File: src/core/sleep_defines.svh
// Mode codes, enable patterns and reset values of the sleep controller
`ifndef SLEEP_DEFINES_SVH
`define SLEEP_DEFINES_SVH

// Mode select codes; 3'h4 and 3'h5 are unused and refuse sleep
`define MODE_IDLE        3'h0
`define MODE_ADC_NR      3'h1
`define MODE_PDOWN       3'h2
`define MODE_PSAVE       3'h3
`define MODE_STANDBY     3'h6
`define MODE_EXT_STANDBY 3'h7

// Enable bit positions, MSB first: cpu io sram irq adc osc async
`define EN_CPU_BIT       6
`define EN_IO_BIT        5
`define EN_SRAM_BIT      4
`define EN_IRQ_BIT       3
`define EN_ADC_BIT       2
`define EN_OSC_BIT       1
`define EN_ASYNC_BIT     0

// Enable patterns per mode
`define EN_ALL           7'h7F
`define EN_IDLE          7'h3F
`define EN_ADC_NR        7'h0F
`define EN_PDOWN         7'h00
`define EN_PSAVE         7'h01
`define EN_STANDBY       7'h02
`define EN_EXT_STANDBY   7'h03

// Reset mode code and synchroniser depth
`define RST_MODE         3'h0
`define SYNC_STAGES      2

`endif

File: src/core/sleep_pkg.sv
// Types shared by the sleep controller modules
`default_nettype none

package sleep_pkg;

  typedef struct packed {
    logic cpu;
    logic io;
    logic sram;
    logic irq;
    logic adc;
    logic osc;
    logic async_tmr;
  } clk_en_t;

  typedef enum logic [0:0] {
    ST_ACTIVE,
    ST_SLEEP
  } sleep_state_t;

endpackage

`default_nettype wire

File: src/core/mode_if.sv
// Carrier between the controller and its mode decoder
`default_nettype none

interface mode_if;
  import sleep_pkg::*;

  logic    [2:0] mode;
  clk_en_t       en;
  logic          valid;

  modport dec (input mode, output en, output valid);
  modport ctl (output mode, input en, input valid);
endinterface

`default_nettype wire

File: src/core/sleep_ctrl.sv
// Sleep mode controller: gates CPU, I/O, memory and oscillator enables
`include "sleep_defines.svh"
`default_nettype none

module sleep_ctrl
#(
  parameter int N_WAKE = 4
)
(
  input  wire logic              clk,
  input  wire logic              rst_n,
  input  wire logic [2:0]        mode_sel,
  input  wire logic              sleep_en,
  input  wire logic              sleep_req,
  input  wire logic [N_WAKE-1:0] wake_src,
  input  wire logic [N_WAKE-1:0] wake_mask,
  output logic                   cpu_clk_en,
  output logic                   io_clk_en,
  output logic                   sram_clk_en,
  output logic                   irq_clk_en,
  output logic                   adc_clk_en,
  output logic                   osc_en,
  output logic                   async_tmr_en,
  output logic                   sleeping,
  output logic [2:0]             sleep_mode
);
  import sleep_pkg::*;

  mode_if dec_bus ();

  logic         [N_WAKE-1:0] s1_q;
  logic         [N_WAKE-1:0] s1_d;
  logic         [N_WAKE-1:0] s2_q;
  logic         [N_WAKE-1:0] s2_d;
  logic                      wake_hit;
  logic                      enter;
  sleep_state_t              state_q;
  sleep_state_t              state_d;
  clk_en_t                   en_q;
  clk_en_t                   en_d;
  logic         [2:0]        mode_q;
  logic         [2:0]        mode_d;

  sleep_mode_decode i_sleep_mode_decode
  (
    .m (dec_bus.dec)
  );

  assign dec_bus.mode = mode_sel;

  // Wake pins are asynchronous: two flops per bit before any use
  genvar gi;
  generate
    for (gi = 0; gi < N_WAKE; gi++)
    begin : g_sync
      always_comb
      begin
        s1_d[gi] = wake_src[gi];
        s2_d[gi] = s1_q[gi];
      end

      always_ff @(posedge clk)
      begin
        if (!rst_n)
        begin
          s1_q[gi] <= 1'b0;
          s2_q[gi] <= 1'b0;
        end
        else
        begin
          s1_q[gi] <= s1_d[gi];
          s2_q[gi] <= s2_d[gi];
        end
      end
    end
  endgenerate

  assign wake_hit = |(s2_q & wake_mask);

  // A wake already pending would undo the sleep at once, so it blocks entry
  assign enter = sleep_req && sleep_en && dec_bus.valid && !wake_hit;

  always_comb
  begin
    state_d = state_q;
    en_d    = en_q;
    mode_d  = mode_q;
    case (state_q)
      ST_ACTIVE:
      begin
        if (enter)
        begin
          state_d = ST_SLEEP;
          en_d    = dec_bus.en;
          mode_d  = mode_sel;
        end
      end
      ST_SLEEP:
      begin
        // Mode select changes are ignored until the next wake
        if (wake_hit)
        begin
          state_d = ST_ACTIVE;
          en_d    = `EN_ALL;
        end
      end
      default:
      begin
        state_d = ST_ACTIVE;
        en_d    = `EN_ALL;
      end
    endcase
  end

  always_ff @(posedge clk)
  begin
    if (!rst_n)
    begin
      state_q <= ST_ACTIVE;
      en_q    <= `EN_ALL;
      mode_q  <= `RST_MODE;
    end
    else
    begin
      state_q <= state_d;
      en_q    <= en_d;
      mode_q  <= mode_d;
    end
  end

  assign cpu_clk_en   = en_q.cpu;
  assign io_clk_en    = en_q.io;
  assign sram_clk_en  = en_q.sram;
  assign irq_clk_en   = en_q.irq;
  assign adc_clk_en   = en_q.adc;
  assign osc_en       = en_q.osc;
  assign async_tmr_en = en_q.async_tmr;
  assign sleeping     = (state_q == ST_SLEEP);
  assign sleep_mode   = mode_q;
endmodule // sleep_ctrl

`default_nettype wire

File: src/core/sleep_mode_decode.sv
// Maps a sleep mode code onto the set of clocks left running
`include "sleep_defines.svh"
`default_nettype none

module sleep_mode_decode
(
  mode_if.dec m
);
  import sleep_pkg::*;

  always_comb
  begin
    m.valid = 1'b1;
    case (m.mode)
      `MODE_IDLE:        m.en = `EN_IDLE;
      `MODE_ADC_NR:      m.en = `EN_ADC_NR;
      `MODE_PDOWN:       m.en = `EN_PDOWN;
      `MODE_PSAVE:       m.en = `EN_PSAVE;
      `MODE_STANDBY:     m.en = `EN_STANDBY;
      `MODE_EXT_STANDBY: m.en = `EN_EXT_STANDBY;
      default:
      begin
        // Unused codes keep everything running and refuse the request
        m.en    = `EN_ALL;
        m.valid = 1'b0;
      end
    endcase
  end

endmodule // sleep_mode_decode

`default_nettype wire

File: config.mk
export PLATFORM = sky130hd
export DESIGN_NAME = sleep_ctrl
export DESIGN_NICKNAME = d
export VERILOG_FILES = /design/src/core/sleep_pkg.sv /design/src/core/mode_if.sv /design/src/core/sleep_ctrl.sv /design/src/core/sleep_mode_decode.sv
export VERILOG_INCLUDE_DIRS = /design/src /design/src/core
export SDC_FILE = /design/constraint.sdc
export NUM_CORES = 1
export LEC_CHECK = 0
export ABC_AREA = 0
export BUFFER_PORTS_ARGS = -buffer_cell sky130_fd_sc_hd__buf_4
export CAP_MARGIN = 20
export CELL_PAD_IN_SITES_DETAIL_PLACEMENT = 2
export CELL_PAD_IN_SITES_GLOBAL_PLACEMENT = 2
export CORE_MARGIN = 5
export CORE_UTILIZATION = 32
export CTS_BUF_LIST = sky130_fd_sc_hd__clkbuf_8 sky130_fd_sc_hd__clkbuf_16
export CTS_CLUSTER_DIAMETER = 50
export DETAILED_ROUTE_END_ITERATION = 8
export GPL_ROUTABILITY_DRIVEN = 0
export PLACE_DENSITY = 0.8
export SYNTH_ARGS = -nofsm -noshare
export SYNTH_HDL_FRONTEND = slang
export SYNTH_HIERARCHICAL = 1
export SYNTH_SLANG_ARGS = --single-unit
File: constraint.sdc
create_clock -name clk -period 2.15 [get_ports clk]
set_input_delay 0.215 -clock clk [delete_from_list [all_inputs] [get_ports clk]]
set_output_delay 0.215 -clock clk [all_outputs]
set_load 0.01 [all_outputs]
Yosys cells after proc, flatten, opt, wreduce, memory -nomap -nowiden

Index checks and enable logic that the tools add are counted.
Widths: inputs -> output; s select.

Reduce and logical (&&, ||, !) cells: 9
Multiplexer cells: 8
Bitwise logic cells: 2
Equality and inequality tests: 7

Operators by type and width:

| cell               | count |
|---|---|
| $pmux 7 s6         | 1 |
| $mux 7             | 2 |
| $pmux 7 s2         | 1 |
| $eq 3x2->1 const B | 2 |
| $eq 3x3->1 const B | 2 |
| $reduce_or 6->1    | 1 |
| $and 4x4->4        | 1 |
| $ne 2x2->1 const B | 2 |
| $reduce_and 2->1   | 2 |
| $reduce_or 4->1    | 1 |
| $eq 3x1->1 const B | 1 |
| $logic_and 1x1->1  | 3 |
| $logic_not 3->1    | 1 |
| $mux 1             | 3 |
| $pmux 1 s2         | 1 |
| $logic_not 1->1    | 1 |
| $not 1->1          | 1 |

Flip-flop bits (word level): 19

Logic depth before layout (Yosys ltp)

Word-level depth: 7
Gate-level depth with buffers: 6

By module

The synthesis kept the hierarchy.

By module, submodules not included:

| module            | cells an instance | area an instance (um^2) | times used | seq. area each (um^2) |
|---|---|---|---|---|
| sleep_ctrl        | 80                | 844.6                   | 1          | 380.4 |
| sleep_mode_decode | 9                 | 45.0                    | 1          | 0.0 |

Least setup slack after synthesis

Ideal clock, no wire load.

Path kind: register to register
From: register s2_q[0]
To: register en_q, in the netlist cpu_clk_en
Buffers on the path: 1
Library setup time: 133 ps
Cell stages (with the launch flop): 5
Clock period less this slack: 1191 ps
Data arrival time: 1057 ps
Path slack: 959 ps
Cells stage by stage: dfxtp_1 -> a22o_4 -> buf_6 -> nor4_1 -> o31ai_1

Word-level cells in the longest chain between the ends: 6
Elaborated cells between the ends (all ways): 7
Classes of those cells: 2 x eq/ne; 1 x bitwise; 4 x reduce/logical

RTL lines:

| what                                  | RTL line          | source |
|---|---|---|
| start: declaration                    | sleep_ctrl.sv:33  | `logic [N_WAKE-1:0] s2_q;` |
| start signal: indexed assignment      | sleep_ctrl.sv:72  | `s2_q[gi] <= s2_d[gi];` |
| $and 4x4->4 (*)                       | sleep_ctrl.sv:78  | `assign wake_hit = \|(s2_q & wake_mask);` |
| $reduce_or 4->1 (*)                   | sleep_ctrl.sv:78  |  |
| $logic_not 1->1                       | sleep_ctrl.sv:81  | `assign enter = sleep_req && sleep_en && dec_bus.valid && !wake_hit;` |
| $logic_and 1x1->1                     | sleep_ctrl.sv:81  |  |
| $ne 2x2->1 (no source line)           | -                 |  |
| $reduce_and 2->1 (no source line) (*) | -                 |  |
| end signal: assignment                | sleep_ctrl.sv:120 | `` en_q <= `EN_ALL; `` |
| end signal: assignment                | sleep_ctrl.sv:126 | `en_q <= en_d;` |
| end: declaration                      | sleep_ctrl.sv:39  | `clk_en_t en_q;` |

Every way passes the cells marked *; elsewhere a longest branch is shown, timed or not.
A chain may end at the register's enable or synchronous reset.

Worst setup path after layout

From: register state_q, in the netlist sleeping
To: register en_q, in the netlist irq_clk_en

Word-level cells in the longest chain between the ends: 3
Elaborated cells between the ends (all ways): 5
Classes of those cells: 2 x eq/ne; 1 x mux; 1 x bitwise; 1 x reduce/logical

RTL lines:

| what                              | RTL line          | source |
|---|---|---|
| start: declaration                | sleep_ctrl.sv:37  | `sleep_state_t state_q;` |
| start signal: assignment          | sleep_ctrl.sv:125 | `state_q <= state_d;` |
| $not 1->1                         | -                 |  |
| $ne 2x2->1 (no source line)       | -                 |  |
| $reduce_and 2->1 (no source line) | -                 |  |

Several ways; a longest one is shown, not always the timed one.

==> metrics.txt <==
effective utilization at floorplan=0.328; Post-Synthesis Mean Instance Area=10.0 um^2; number of resized instances in the post-cts repair step=0; proportion of register bits with asynchronous set or reset after synthesis=0; Final Net Count=126; outcome=finished, final reports clean; origin of the critical flop-to-flop path=sleeping; Cells after Synth=89; combinational family with the most area after synthesis=simple AND/OR/NAND/NOR gates; largest net degree at the start of global routing=23; worst setup path class=reg2reg; adder-cell share of the synthesized area=0; Ant. Diodes=0; Yosys reg bits=19; first-pass iteration count of the detailed router=4; Compound-Gate Fraction of Synth Area=0.197; count of placed standard cells in the final layout, fillers left out=141; number of enable-type register cells in the synthesized netlist=0; residual DRC count=0; global route overflow=0; R2R Setup Slk=about 0.70 ns; Post-Route Setup TNS=0 ns; share of cells above drive strength 1=0.327; Worst setup endpoint=irq_clk_en; wire length of the first global-routing pass=4.19 mm; setup repair after global routing missed its margin=no; fraction of synthesized cell area in xor and xnor cells=0; most frequent cells in the layout=sky130_fd_sc_hd__buf_4, sky130_fd_sc_hd__dfxtp_1, sky130_fd_sc_hd__nor4_1; overall die area=3930 um^2; placed wire-length estimate=approximately 1.7 mm; power density cells=a little under 700 nW/um^2; vias in the first global route=911; mux contribution to synthesized area=0.0338; clock buffer count from CTS=3; fraction of the yosys area taken by sequential cells=0.428; clock transition at the registers of the reported paths=about 0.080 ns; Net Count, Synth=104; clock tree from TritonCTS=done; hold violation total from the final report=0; count of vias placed by the detailed router=777; number of max-cap violations=0; Die X-Extent=62.7 um; final total power=0.000759 W; required time at the worst-slack endpoint=roughly 2.3 ns; initial antenna violation count=0; Distinct cells, synth=24; CP startpoint kind=flip-flop; count of buffers inserted at the top-level ports=25; I/O Pins=26; row count=19; arrival time at the worst endpoint=roughly 1.6 ns; Via density=about 5.5; critical path endpoint category=flip-flop; insertion delay to the later sink of the worst-skew pair=0.26 ns; minimum period implied by the final worst setup slack=1.45 ns; Vert. Die Dim=62.7 um; global-route usage over all layers=0.135; count of yosys warnings during synthesis=6; setup violators final=0; Peak Freq=689 MHz; worst vdd rail ir drop=between 300 and 400 uV; instance area at placement=about 1100 um^2; post-route fraction of the period consumed by the critical path=0.675; relative area change from synthesis to final layout=25.2%; worst hold path type=in2reg; Worst slew margin=0.710; commonest non-fill, non-tap cell in the layout=sky130_fd_sc_hd__buf_4; antenna violation net count after detailed routing=0; root buffer cell=sky130_fd_sc_hd__clkbuf_8; cells on worst reg2reg path=3; cell count after placement=between 100 and 150; clock sink count=19; CTS Hold Bufs=0; Slew Limit Fails=0; number of setup buffers added after CTS=0; worst-path fanout max=12; launch point of the worst path=sleeping; Bufs on Longest Clock Path=2; WL/cell=17.6 um; post-synthesis simple-gate area fraction=0.276; post-synth design cell area=890 um^2; Floorplan Core Area=2710 um^2; final core utilization=0.411; Design Area, Final=~1100 um^2; DRT iter0 DRCs=5; Least-Margin Pin Slew=0.435 ns; most used flip-flop cell after synthesis=sky130_fd_sc_hd__dfxtp_1; R2R Path End=irq_clk_en; reported leakage power=0.445 nW; deepest level of the CTS H-tree=1; maximum clock skew at final layout=0.00617 ns; detailed-route wire length=2.49 mm
==> area by class of cell <==
type                            instances  area [um^2]
Clock inverter                          1         7.51
Timing Repair Buffer                   25          188
Clock buffer                            3         41.3
Tap cell                               31         38.8
Inverter                                2         7.51
Sequential cell                        19          380
Fill cell                             320         1600
Multi-Input combinational cell         60          450
==> Yosys cell counts (2+ instances only) <==
cell type | number | area (um^2)
sky130_fd_sc_hd__a211oi_1 | 7 | 52.6
sky130_fd_sc_hd__a22o_4 | 2 | 35.0
sky130_fd_sc_hd__and2_1 | 8 | 50.1
sky130_fd_sc_hd__nor2_1 | 2 | 7.51
sky130_fd_sc_hd__nor4_1 | 12 | 75.1
sky130_fd_sc_hd__buf_2 | 2 | 10.0
sky130_fd_sc_hd__dfxtp_1 | 19 | 380
sky130_fd_sc_hd__buf_4 | 3 | 22.5
sky130_fd_sc_hd__mux2i_1 | 3 | 30.0
sky130_fd_sc_hd__inv_1 | 2 | 7.51
sky130_fd_sc_hd__clkbuf_1 | 2 | 7.51
sky130_fd_sc_hd__a22oi_2 | 2 | 25.0
sky130_fd_sc_hd__nand2_1 | 8 | 30.0
sky130_fd_sc_hd__o31ai_1 | 7 | 52.6
==> stage by stage <==
| step | hold WS, ns | worst slack, ns |
|---|---|---|
| after floorplan | 0.342 | 0.959 |
| after global placement | 0.416 | 0.786 |
| after detailed placement | 0.424 | 0.718 |
| after CTS | 0.153 | 0.708 |
| after global routing | 0.150 | 0.592 |
| final | 0.161 | 0.699 |
==> critical path: stages, from the launching register on <==
cell and delay, ns:
sky130_fd_sc_hd__dfxtp_1 0.58, sky130_fd_sc_hd__and4b_1 0.36, sky130_fd_sc_hd__nor4_1 0.28, sky130_fd_sc_hd__o31ai_1 0.12
==> flip-flops by register name, indices dropped and copies added, names as in the netlist <==
name / cells
sleeping: 1
s2_q: 4
sleep_mode: 3
adc_clk_en: 1
io_clk_en: 1
s1_q: 4
irq_clk_en: 1
cpu_clk_en: 1
async_tmr_en: 1
sram_clk_en: 1
osc_en: 1
==> power by group <==
part	total (W)	internal [W]	switching (W)
Sequential	0.000383	0.000369	0.0000143
Clock	0.000263	0.000131	0.000132
Combinational	0.000113	0.0000546	0.0000580
Total	0.000759	0.000554	0.000205
==> worst min-delay path by stage <==
stage,start,to,slack [ns],cells past startpoint
finish,wake_src[1],s1_q[1],0.16,2
global route,wake_src[1],s1_q[1],0.15,2
CTS,wake_src[1],s1_q[1],0.15,2
detailed placement,s1_q[3],s2_q[3],0.42,1
global placement,s1_q[3],s2_q[3],0.42,1
floorplan,wake_src[0],s1_q[0],0.34,1
==> per-layer routing <==
layer | vias to the layer above | wire (um) | global-route usage
met2 | 16 | 1350 | 0.240
li1 | 375 | - | -
met3 | 2 | 104 | 0.0378
met4 | 0 | 31 | 0.0716
met5 | - | 0 | 0
met1 | 384 | 1000 | 0.143
==> cells by family after synthesis <==
kind of cell / Yosys count
buf+inv: 10
mux: 3
flops: 19
simple gates: 37
compound gates: 20
No activity file was read; power rests on OpenSTA's default activity.
